===== src/hdl/chip_select_pkg.sv =====
// Constants, field layouts and types shared by the chip-select decoder.
package chip_select_pkg;

  // ****************************************
  // Control register selection codes
  // ****************************************
  localparam logic [2:0] REG_UPPER  = 3'h0;
  localparam logic [2:0] REG_LOW    = 3'h1;
  localparam logic [2:0] REG_MID    = 3'h2;
  localparam logic [2:0] REG_AUX    = 3'h3;
  localparam logic [2:0] REG_PERIPH = 3'h4;

  // ****************************************
  // Field positions of the wait and ready fields; the extended wait bit is used by the peripheral base register only
  // ****************************************
  localparam int WAIT_COUNT_LSB    = 0;
  localparam int EXT_READY_USE_BIT = 2;
  localparam int EXTENDED_WAIT_BIT = 3;

  // ****************************************
  // Field positions of individual registers
  // ****************************************
  localparam int UPPER_BOUND_LSB  = 6;
  localparam int LOW_TOP_LSB      = 6;
  localparam int MID_BASE_LSB     = 9;
  localparam int AUX_SIZE_LSB     = 8;
  localparam int AUX_ADDR_PIN_BIT = 7;
  localparam int AUX_IO_SPACE_BIT = 6;
  localparam int PERIPH_BASE_LSB  = 7;

  // ****************************************
  // Reset values and midrange size constants
  // ****************************************
  localparam logic [15:0] UPPER_RESET  = 16'h01C7;
  localparam logic [15:0] OTHER_RESET  = 16'h0000;
  localparam logic [19:0] MID_UNIT     = 20'h02000;
  localparam logic [2:0]  MID_SIZE_MAX = 3'h6;

  // ****************************************
  // Wait-state sequencer states
  // ****************************************
  typedef enum logic [2:0] {
    WS_IDLE  = 3'b001,
    WS_COUNT = 3'b010,
    WS_READY = 3'b100
  } wait_state_t;

endpackage


===== src/hdl/chip_select_decoder.sv =====
// Chip-select decoder with per-group ready and wait-state sequencing.
//
// Overview of operation
// - Upper select active from reset, default window F0000h to FFFFFh.
// - Upper select resets with external ready required and three wait states.
// - Upper window lower boundary programmable, top fixed, 64 to 512 Kbytes.
// - Reset fetch address FFFF0h lies inside the default upper window.
// - Low select inactive after reset until its control register is accessed.
// - Four midrange selects decode one user-placed block in memory space.
// - With peripherals in I/O space, midrange block may overlap their range.
// - Midrange size from auxiliary register; base, ready, waits from midrange.
// - Midrange selects stay inactive until both their registers are accessed.
// - Midrange selects assert one step later than upper and low selects.
// - Peripheral block base lies in memory space or in I/O space.
// - Peripheral base register gives base, ready, waits for four low selects.
// - Auxiliary bit turns upper two peripheral pins into latched address bits.
// - Auxiliary register picks space, ready and waits for upper two selects.
// - Peripheral selects inactive until peripheral and auxiliary registers accessed.
// - Upper peripheral pair 0-3 waits; low four also 5, 7, 9, 15.
// - Bit 2 requests external ready; bits 1 to 0 give wait count.
// - Programmed waits always finish before external ready ends the cycle.
// - Reading or writing a control register enables its decode, ready and wait logic.
`timescale 1ns/1ps
`default_nettype none

module chip_select_decoder
  import chip_select_pkg::*;
#(
  parameter int ADDR_W = 20
) (
  // Clock and reset
  input  wire logic              clk_i,
  input  wire logic              reset_i,
  // Control register access
  input  wire logic              ctl_write_i,
  input  wire logic              ctl_read_i,
  input  wire logic [2:0]        ctl_sel_i,
  input  wire logic [15:0]       ctl_wdata_i,
  output logic      [15:0]       ctl_rdata_o,
  // Bus cycle
  input  wire logic              addr_valid_i,
  input  wire logic              cycle_start_i,
  input  wire logic              io_cycle_i,
  input  wire logic [ADDR_W-1:0] addr_i,
  input  wire logic              ext_ready_i,
  output logic                   cycle_done_o,
  output logic                   wait_busy_o,
  // Select pins
  output logic                   upper_select_n_o,
  output logic                   low_select_n_o,
  output logic      [3:0]        mid_mem_selects_n_o,
  output logic      [3:0]        periph_selects_low_n_o,
  output logic                   periph_select_hi_a_o,
  output logic                   periph_select_hi_b_o
);

  // ****************************************
  // Elaboration check
  // ****************************************
  if (ADDR_W != 20) begin : g_bad_width
    $error("chip_select_decoder serves a 20-bit address only");
  end

  // ****************************************
  // Control registers and enables
  // ****************************************
  logic [15:0] upper_select_control_reg;
  logic [15:0] low_select_control_reg;
  logic [15:0] mid_select_control_reg;
  logic [15:0] aux_select_control_reg;
  logic [15:0] periph_base_control_reg;
  logic        low_seen_reg;
  logic        mid_seen_reg;
  logic        aux_seen_reg;
  logic        periph_seen_reg;
  logic        ctl_touch;

  assign ctl_touch = ctl_write_i | ctl_read_i;

  always_ff @(posedge clk_i) begin
    if (reset_i) begin
      upper_select_control_reg <= UPPER_RESET;
      low_select_control_reg   <= OTHER_RESET;
      mid_select_control_reg   <= OTHER_RESET;
      aux_select_control_reg   <= OTHER_RESET;
      periph_base_control_reg  <= OTHER_RESET;
    end else if (ctl_write_i) begin
      case (ctl_sel_i)
        REG_UPPER:  upper_select_control_reg <= ctl_wdata_i;
        REG_LOW:    low_select_control_reg   <= ctl_wdata_i;
        REG_MID:    mid_select_control_reg   <= ctl_wdata_i;
        REG_AUX:    aux_select_control_reg   <= ctl_wdata_i;
        REG_PERIPH: periph_base_control_reg  <= ctl_wdata_i;
        default: begin
        end
      endcase
    end
  end

  // Any access, read or write, arms the group; there are no pins to share here.
  always_ff @(posedge clk_i) begin
    if (reset_i) begin
      low_seen_reg    <= 1'b0;
      mid_seen_reg    <= 1'b0;
      aux_seen_reg    <= 1'b0;
      periph_seen_reg <= 1'b0;
    end else if (ctl_touch) begin
      if (ctl_sel_i == REG_LOW)    low_seen_reg    <= 1'b1;
      if (ctl_sel_i == REG_MID)    mid_seen_reg    <= 1'b1;
      if (ctl_sel_i == REG_AUX)    aux_seen_reg    <= 1'b1;
      if (ctl_sel_i == REG_PERIPH) periph_seen_reg <= 1'b1;
    end
  end

  always_ff @(posedge clk_i) begin
    if (reset_i) begin
      ctl_rdata_o <= 16'h0000;
    end else if (ctl_read_i) begin
      case (ctl_sel_i)
        REG_UPPER:  ctl_rdata_o <= upper_select_control_reg;
        REG_LOW:    ctl_rdata_o <= low_select_control_reg;
        REG_MID:    ctl_rdata_o <= mid_select_control_reg;
        REG_AUX:    ctl_rdata_o <= aux_select_control_reg;
        REG_PERIPH: ctl_rdata_o <= periph_base_control_reg;
        default:    ctl_rdata_o <= 16'h0000;
      endcase
    end
  end

  // ****************************************
  // Address decode
  // ****************************************
  function automatic logic [3:0] wait_of(input logic [15:0] ctl, input logic ext_ok);
    logic [1:0] code;
    code = ctl[WAIT_COUNT_LSB +: 2];
    if (ext_ok && ctl[EXTENDED_WAIT_BIT]) begin
      case (code)
        2'h0:    wait_of = 4'h5;
        2'h1:    wait_of = 4'h7;
        2'h2:    wait_of = 4'h9;
        default: wait_of = 4'hF;
      endcase
    end else begin
      wait_of = {2'b00, code};
    end
  endfunction

  logic        mid_en;
  logic        periph_en;
  logic        hi_as_addr;
  logic        mem_cycle;
  logic        upper_hit;
  logic        low_hit;
  logic        mid_hit;
  logic        periph_blk;
  logic [2:0]  mid_size;
  logic [19:0] mid_mask;
  logic [19:0] mid_shifted;
  logic [2:0]  periph_idx;
  logic [6:0]  periph_hit;
  logic [3:0]  sel_wait;
  logic        sel_ready;

  assign mid_en     = mid_seen_reg & aux_seen_reg;
  assign periph_en  = periph_seen_reg & aux_seen_reg;
  assign hi_as_addr = aux_select_control_reg[AUX_ADDR_PIN_BIT];
  assign mem_cycle  = ~io_cycle_i;

  always_comb begin
    mid_size = aux_select_control_reg[AUX_SIZE_LSB +: 3];
    if (mid_size > MID_SIZE_MAX) begin
      mid_size = MID_SIZE_MAX;
    end
    mid_mask    = ~((MID_UNIT << mid_size) - 20'h00001);
    mid_shifted = addr_i >> (5'd11 + {2'b00, mid_size});
    periph_idx  = addr_i[10:8];
    // Top of memory is fixed; the boundary MSB is forced so the window stays 64-512K.
    upper_hit = mem_cycle &&
                (addr_i[19:16] >= {1'b1, upper_select_control_reg[UPPER_BOUND_LSB +: 3]});
    low_hit   = low_seen_reg && mem_cycle &&
                (addr_i[19:16] <= low_select_control_reg[LOW_TOP_LSB +: 4]);
    // Midrange decodes memory cycles only, so an I/O peripheral block never collides.
    mid_hit   = mid_en && mem_cycle &&
                (((addr_i ^ {mid_select_control_reg[MID_BASE_LSB +: 7], 13'h0000}) & mid_mask)
                 == 20'h00000);
    periph_blk = periph_en &&
                 (aux_select_control_reg[AUX_IO_SPACE_BIT] ? io_cycle_i : mem_cycle) &&
                 (addr_i[19:11] == periph_base_control_reg[PERIPH_BASE_LSB +: 9]);
    periph_hit = 7'h00;
    if (periph_blk) begin
      periph_hit[periph_idx] = 1'b1;
    end
    // Fixed priority merges overlapping windows; software keeps them consistent.
    if (upper_hit) begin
      sel_wait  = wait_of(upper_select_control_reg, 1'b0);
      sel_ready = upper_select_control_reg[EXT_READY_USE_BIT];
    end else if (low_hit) begin
      sel_wait  = wait_of(low_select_control_reg, 1'b0);
      sel_ready = low_select_control_reg[EXT_READY_USE_BIT];
    end else if (mid_hit) begin
      sel_wait  = wait_of(mid_select_control_reg, 1'b0);
      sel_ready = mid_select_control_reg[EXT_READY_USE_BIT];
    end else if (periph_blk && (periph_idx <= 3'h4)) begin
      sel_wait  = wait_of(periph_base_control_reg, 1'b1);
      sel_ready = periph_base_control_reg[EXT_READY_USE_BIT];
    end else if (periph_blk && !hi_as_addr && (periph_idx != 3'h7)) begin
      sel_wait  = wait_of(aux_select_control_reg, 1'b0);
      sel_ready = aux_select_control_reg[EXT_READY_USE_BIT];
    end else begin
      sel_wait  = 4'h0;
      sel_ready = 1'b0;
    end
  end

  // ****************************************
  // Select outputs
  // ****************************************
  logic [3:0] mid_stage_n;

  always_ff @(posedge clk_i) begin
    if (reset_i) begin
      upper_select_n_o       <= 1'b1;
      low_select_n_o         <= 1'b1;
      mid_stage_n            <= 4'hF;
      periph_selects_low_n_o <= 4'hF;
      periph_select_hi_a_o   <= 1'b1;
      periph_select_hi_b_o   <= 1'b1;
    end else begin
      upper_select_n_o       <= ~(addr_valid_i & upper_hit);
      low_select_n_o         <= ~(addr_valid_i & low_hit);
      mid_stage_n            <= 4'hF;
      if (addr_valid_i && mid_hit) begin
        mid_stage_n[mid_shifted[1:0]] <= 1'b0;
      end
      periph_selects_low_n_o <= ~({4{addr_valid_i}} & periph_hit[3:0]);
      if (hi_as_addr) begin
        periph_select_hi_a_o <= addr_i[1];
        periph_select_hi_b_o <= addr_i[2];
      end else begin
        periph_select_hi_a_o <= ~(addr_valid_i & periph_hit[5]);
        periph_select_hi_b_o <= ~(addr_valid_i & periph_hit[6]);
      end
    end
  end

  // A clock edge is the finest step here, so the half-clock lag becomes a full stage.
  always_ff @(posedge clk_i) begin
    if (reset_i) begin
      mid_mem_selects_n_o <= 4'hF;
    end else begin
      mid_mem_selects_n_o <= mid_stage_n | {4{~addr_valid_i}};
    end
  end

  // ****************************************
  // Wait-state sequencer
  // ****************************************
  wait_state_t ws_reg;
  logic [3:0]  ws_count_reg;
  logic [3:0]  ws_target_reg;
  logic        ws_need_reg;

  always_ff @(posedge clk_i) begin
    if (reset_i) begin
      ws_reg        <= WS_IDLE;
      ws_count_reg  <= 4'h0;
      ws_target_reg <= 4'h0;
      ws_need_reg   <= 1'b0;
      cycle_done_o  <= 1'b0;
      wait_busy_o   <= 1'b0;
    end else begin
      cycle_done_o <= 1'b0;
      case (ws_reg)
        WS_IDLE: begin
          if (cycle_start_i) begin
            ws_reg        <= WS_COUNT;
            ws_count_reg  <= 4'h0;
            ws_target_reg <= sel_wait;
            ws_need_reg   <= sel_ready;
            wait_busy_o   <= 1'b1;
          end
        end
        WS_COUNT: begin
          if (ws_count_reg == ws_target_reg) begin
            if (!ws_need_reg || ext_ready_i) begin
              ws_reg       <= WS_IDLE;
              cycle_done_o <= 1'b1;
              wait_busy_o  <= 1'b0;
            end else begin
              ws_reg <= WS_READY;
            end
          end else begin
            ws_count_reg <= ws_count_reg + 4'h1;
          end
        end
        WS_READY: begin
          if (ext_ready_i) begin
            ws_reg       <= WS_IDLE;
            cycle_done_o <= 1'b1;
            wait_busy_o  <= 1'b0;
          end
        end
        default: begin
          ws_reg      <= WS_IDLE;
          wait_busy_o <= 1'b0;
        end
      endcase
    end
  end
endmodule // chip_select_decoder

`default_nettype wire


===== config.mk =====
export PLATFORM = sky130hd
export DESIGN_NAME = chip_select_decoder
export DESIGN_NICKNAME = d
export VERILOG_FILES = /design/src/hdl/chip_select_pkg.sv /design/src/hdl/chip_select_decoder.sv
export SDC_FILE = /design/constraint.sdc
export NUM_CORES = 1
export LEC_CHECK = 0
export BUFFER_PORTS_ARGS = -buffer_cell sky130_fd_sc_hd__buf_2
export CAP_MARGIN = 10
export CORE_ASPECT_RATIO = 0.6
export CORE_MARGIN = 4
export CORE_UTILIZATION = 62
export DETAILED_ROUTE_END_ITERATION = 10
export HOLD_SLACK_MARGIN = 0.05
export MAX_ROUTING_LAYER = met4
export PLACE_DENSITY_LB_ADDON = 0.3
export RECOVER_POWER = 50
export SLEW_MARGIN = 20
export SYNTH_ARGS = -nofsm -noshare
export SYNTH_HDL_FRONTEND = slang
export SYNTH_SLANG_ARGS = --single-unit
export TNS_END_PERCENT = 5

===== constraint.sdc =====
create_clock -name clk_i -period 4 [get_ports clk_i]
set_input_delay 0.4 -clock clk_i [delete_from_list [all_inputs] [get_ports clk_i]]
set_output_delay 0.4 -clock clk_i [all_outputs]
set_load 0.02 [all_outputs]

==> results.sh, run 1 <==
export IMPL_path_max_fanout=8
export IMPL_grt_overflow=0
export IMPL_cts_tree="yes"
export IMPL_end_kind="flop"
export IMPL_antenna_found_initial=0
export IMPL_p_leak_nw=2.40
export IMPL_min_period_ns=3.03
export IMPL_max_freq_mhz=330
export IMPL_cts_setup_buffers=0
export IMPL_h_tree_depth=4
export IMPL_relSlewSlack_pct=24.7
export IMPL_ctsResizeCount=0
export IMPL_min_path_type="in -> reg"
export IMPL_yosysUniqueCellTypes=56
export IMPL_gp_congestion=0.940
export IMPL_dr_pass1_iters=6
export IMPL_syn_area_sq_mm=0.00586
export IMPL_vias_per_cell=6.01
export IMPL_finalHoldViolations=0
export IMPL_synth_edf_count=0
export IMPL_crit_type="reg -> reg"
export IMPL_cts_sinks=130
export IMPL_clk_pin_slew_ns=0.06
export IMPL_setup_tns_ns=0
export IMPL_critPathLaunchType="flop"
export IMPL_vias=5558
export IMPL_required_ns=4.26
export IMPL_io_buffers=70
export IMPL_final_common_cell="nand2_1"
export IMPL_die_h_microns=83.3
export IMPL_mostFrequentLayoutCells="nand2_1, a21oi_1, dfxtp_1, nor2_1, buf_2"
export IMPL_netlist_instances=731
export IMPL_multi_input_area_sq_mm=0.00294
export IMPL_status="finished, final reports clean"
export IMPL_synth_warnings=0
export IMPL_synth_seq_area_share_pct=44.4
export IMPL_syn_nets=786
export IMPL_peakVddDrop_mv=0.408
export IMPL_ant_nets=0
export IMPL_num_rows=27
export IMPL_slew_violations=0
export IMPL_drtIter0Drc=655
export IMPL_synth_flop_cell="dfxtp_1"
export IMPL_coreArea_sq_mm=0.00919
export IMPL_die_x_microns=133
export IMPL_synth_seq_cells=130
export IMPL_cts_path_max_buffers=2
export IMPL_avgSynthCellArea_sq_um=8.01
export IMPL_finClkSkew_ns=0.00501
export IMPL_layout_drive_gt1_share_pct=10.4
export IMPL_min_period_over_period_pct=75.7
export IMPL_fillers=699
export IMPL_syn2layout_area_growth_pct=14.2
export IMPL_initial_core_util_pct=63.7
export IMPL_die_area_sq_mm=0.0111
export IMPL_grt_max_degree=108
export IMPL_regArea_sq_mm=0.00260
export IMPL_insertion_delay_ns=0.42
export IMPL_maxCapViolCount=0
export IMPL_nNetsFinal=837
export IMPL_rsz0062_at_grt="false"
export IMPL_arrival_ns=3.28
export IMPL_tightest_slew_ns=1.13
export IMPL_wl_mm=16.8
export IMPL_ioPinCount=77
export IMPL_routedWlPerCell_microns=18.1
export IMPL_cts_buffers=17
export IMPL_ctsHoldBuffers=0
export IMPL_synthArstFlopShare_pct=0
export IMPL_grt_pass1_vias=5241
export IMPL_route_detailed_drc=0
export IMPL_final_util_pct=72.8
export IMPL_hpwl_mm=11.0
export IMPL_grt_pass1_wl_mm=26.7
export IMPL_gr_usage_all_layers_pct=31.1
export IMPL_antennaDiodeCount=0
export IMPL_setup_violations=0
export IMPL_clock_tree_root_cell="clkbuf_16"
export IMPL_powerDensity_mw_per_mm2=470
==> synthesized netlist by cell type (all sizes together) (2+ instances only) <==
cell	number	area, sq um
o31ai	2	15.0
inv	16	60.1
nor4	2	12.5
o211ai	6	50.1
buf	18	97.6
and2	4	25.0
o21ai	20	104
nor3b	2	20.0
clkbuf	23	86.3
nor2	50	190
nand3	12	60.1
nor2b	6	40.0
mux4	3	67.6
nand2	188	706
nand3b	2	15.0
o2bb2ai	2	17.5
a311o	2	20.0
nand2b	7	43.8
nand4	3	18.8
xor2	15	131
mux2i	21	210
dfxtp	130	2600
xnor2	8	70.1
a22oi	18	135
a41oi	2	25.0
or3b	2	17.5
ha	8	100
a21oi	130	662
nand4b	2	17.5
or3	3	18.8
a31oi	2	12.5
and3	3	18.8
nor3	8	77.6
==> final cells by class <==
cell class | count | share of cell area (%)
multi-input combinational | 543 | 44.0
sequential | 130 | 38.9
clock buffer | 23 | 7.14
timing repair buffer | 73 | 4.99
tap | 130 | 2.43
clock inverter | 9 | 1.57
inverter | 17 | 0.954
==> metrics by stage <==
step	cell area (sq um)	total power, mW	setup WS [ns]	hold slack [ns]	instances
2_1_floorplan	5860	1.55	2.25	0.386	731
3_5_place_dp	6210	1.64	1.41	0.399	893
3_3_place_gp	6210	1.63	1.43	0.389	893
5_1_grt	6690	3.24	0.810	0.195	925
4_1_cts	6790	3.15	1.78	0.186	925
6_report	6690	3.14	0.973	0.191	925
==> final timing paths <==
path / from / to / slack [ns] / cells past startpoint
max: aux_select_control_reg[8]$_SDFFE_PP0P_ / ws_need_reg$_SDFFE_PP0P_ / 0.97 / 6
max reg2reg: aux_select_control_reg[8]$_SDFFE_PP0P_ / ws_need_reg$_SDFFE_PP0P_ / 0.97 / 6
min reg2reg: mid_stage_n[1]$_SDFF_PP1_ / mid_mem_selects_n_o[1]$_SDFF_PP1_ / 0.40 / 1
min: addr_i[2] / periph_select_hi_b_o$_SDFF_PP1_ / 0.19 / 3
==> worst max-delay path, cell delays in order (launching register included) <==
cell       delay, ns
dfxtp_1         0.56
o21ai_2         0.15
a2111oi_0       0.88
o211ai_2        0.18
a21oi_1         0.70
mux2i_1         0.30
o22ai_1         0.10
==> metal layers <==
layer  part of all wire, %  global-route usage (%)  vias to the layer above
met5                     0                       -                        -
met4                   2.9                    12.6                        0
met3                    12                    8.35                       54
met2                    42                    43.1                      348
met1                    43                    43.1                     2559
li1                      -                       -                     2597
==> cells by family after synthesis <==
logic type,after synthesis,share of synthesized area [%]
xor gates and xnor gates,23,3.44
and+or+nand+nor,298,22.4
AOI/OAI and AO/OA,190,19.0
adders and majority gates,8,1.71
DFF,130,44.4
muxes,24,4.74
buffers and inverters,58,4.23
==> report_power, final <==
group	internal (mW)	switching [mW]	total, mW	leakage [nW]
registers	1.33	0.0290	1.36	1.05
logic	0.0860	0.178	0.264	1.08
clock network	0.962	0.560	1.52	0.275
No activity file was read; power rests on OpenSTA's default activity.
==> run 2, diff against run 1 <==
Settings changed: CORE_UTILIZATION 62 to 58.
Clock period 4 ns to 2.8 ns, I/O delays scaled along.
==> run 2 against run 1 <==
Against the previous run: clock power rose by 39%; setup slack got worse by 0.41 ns; critical path depth did not move; wire length rose by 3.1%; first-iteration DRC count rose by 5.2%; largest power group unchanged.
==> results.sh, run 2 (synthesis gave the netlist of run 1 again) <==
export IMPL_rsz0062_at_grt="false"
export IMPL_fin_total_pwr_mw=4.46
export IMPL_cts_tree="yes"
export IMPL_combinationalPowerShare_pct=9.0
export IMPL_slew_violations=0
export IMPL_placedCellCount=911
export IMPL_p_int_mw=3.38
export IMPL_crit_type="in -> reg"
export IMPL_cts_buffers=17
export IMPL_coreArea_sq_mm=0.00984
export IMPL_powerDensity_mw_per_mm2=654
export IMPL_clk_pin_slew_ns=0.05
export IMPL_final_common_cell="nand2_1"
export IMPL_insertion_delay_ns=0.41
export IMPL_clock_tree_root_cell="clkbuf_16"
export IMPL_min_path_type="in -> reg"
export IMPL_final_cell_count_no_fill=942
export IMPL_die_x_microns=138
export IMPL_ctsHoldBuffers=0
export IMPL_end_kind="flop"
export IMPL_initial_core_util_pct=59.5
export IMPL_nNetsFinal=850
export IMPL_grt_max_degree=82
export IMPL_status="finished, final reports clean"
export IMPL_use_met2_pct=43.3
export IMPL_wl_mm=17.3
export IMPL_p_clk_share_pct=47.5
export IMPL_r2r_cells=6
export IMPL_cts_sinks=130
export IMPL_min_period_ns=2.23
export IMPL_maxCapViolCount=0
export IMPL_setup_tns_ns=0
export IMPL_grt_overflow=0
export IMPL_grt_util_met1_pct=41.0
export IMPL_p_leak_nw=2.47
export IMPL_min_path_cells=3
export IMPL_gp_congestion=0.911
export IMPL_sequentialPowerShare_pct=43.5
export IMPL_cts_path_max_buffers=2
export IMPL_grt_busiest_layer="met2"
export IMPL_finalHoldViolations=0
export IMPL_routedWlPerCell_microns=18.4
export IMPL_met3_usage_pct=9.50
export IMPL_route_detailed_drc=0
export IMPL_switching_share_pct=24.3
export IMPL_dr_pass1_iters=6
export IMPL_hpwl_mm=11.9
export IMPL_drtIter0Drc=689
export IMPL_ioPinCount=77
export IMPL_gr_usage_all_layers_pct=30.8
export IMPL_min_period_over_period_pct=79.7
export IMPL_num_rows=28
export IMPL_max_freq_mhz=448
export IMPL_p_sw_mw=1.08
export IMPL_syn2layout_area_growth_pct=16.5
export IMPL_ant_nets=0
export IMPL_arrival_ns=2.53
export IMPL_cts_setup_buffers=0
export IMPL_die_area_sq_mm=0.0118
export IMPL_vias=5630
export IMPL_mostFrequentLayoutCells="nand2_1, dfxtp_1, a21oi_1, nor2_1, buf_2"
export IMPL_grt_pass1_vias=5461
export IMPL_io_buffers=70
export IMPL_critPathLaunchType="input pin"
export IMPL_vias_per_cell=5.98
export IMPL_setup_violations=0
export IMPL_path_max_fanout=27
export IMPL_relSlewSlack_pct=15.3
export IMPL_die_h_microns=85.8
export IMPL_h_tree_depth=4
export IMPL_tightest_slew_ns=1.27
export IMPL_ctsResizeCount=0
export IMPL_required_ns=3.10
export IMPL_antenna_found_initial=1
export IMPL_layout_drive_gt1_share_pct=12.0
export IMPL_peakVddDrop_mv=0.540
export IMPL_finClkSkew_ns=0.00668
export IMPL_ff2ff_setup_slack_ns=0.79
export IMPL_grt_pass1_wl_mm=27.3
## run 2: cell count changes in the layout (fill, tap and decap cells not counted), moves of 2 or more
| cell | previous run | this run |
|---|---|---|
| nor3_4 | 0 | 2 |
| buf_4 | 3 | 13 |
| clkbuf_1 | 34 | 36 |
| clkbuf_8 | 3 | 6 |
| clkinvlp_4 | 4 | 0 |
## run 2: final cells by class
cell class              count  area, sq um
repair buffers             86          420
inverters                  17         63.8
clock buffers              25          515
multi-input cells         543         3000
flip-flops and latches    130         2600
clock inverters             5         50.0
fillers                   784         3020
diodes                      1         2.50
well taps                 135          169
## run 2: final timing paths
path	from	to
worst min-delay path	addr_i[2]	periph_select_hi_b_o$_SDFF_PP1_
worst max-delay path	reset_i	ws_target_reg[3]$_SDFFE_PP0P_
worst min register to register	mid_stage_n[0]$_SDFF_PP1_	mid_mem_selects_n_o[0]$_SDFF_PP1_
worst max register to register	aux_select_control_reg[10]$_SDFFE_PP0P_	ws_need_reg$_SDFFE_PP0P_
## run 2: per-layer routing
layer | wire [microns] | up-vias
li1 | - | 2622
met1 | 7160 | 2582
met2 | 7330 | 369
met3 | 2360 | 57
met4 | 434 | 0
met5 | 0 | -
## run 2: power by group through the flow
stage	combinational [mW]	clock (mW)	sequential (mW)
3_5_place_dp	0.390	0	1.98
2_1_floorplan	0.245	0	1.97
4_1_cts	0.395	2.13	1.94
3_3_place_gp	0.375	0	1.97
5_1_grt	0.435	2.20	1.94
6_report	0.400	2.12	1.94
## run 2: through the flow
step	hold WS, ns	setup WS (ns)	utilization [%]	cell area (sq um)
after floorplan	0.352	1.10	-	5860
after global placement	0.389	0.682	64.1	6310
after detailed placement	0.393	0.638	64.1	6310
after CTS	0.0696	0.829	69.9	6880
after global routing	0.0828	0.376	69.3	6830
final	0.0794	0.567	69.3	6830
## run 2: worst max-delay path, stage by stage
cell	delay, ns
clkbuf_1	0.90
clkinv_1	0.69
o2111a_1	0.36
nand4_1	0.09
or3_1	0.14
o21ai_1	0.06
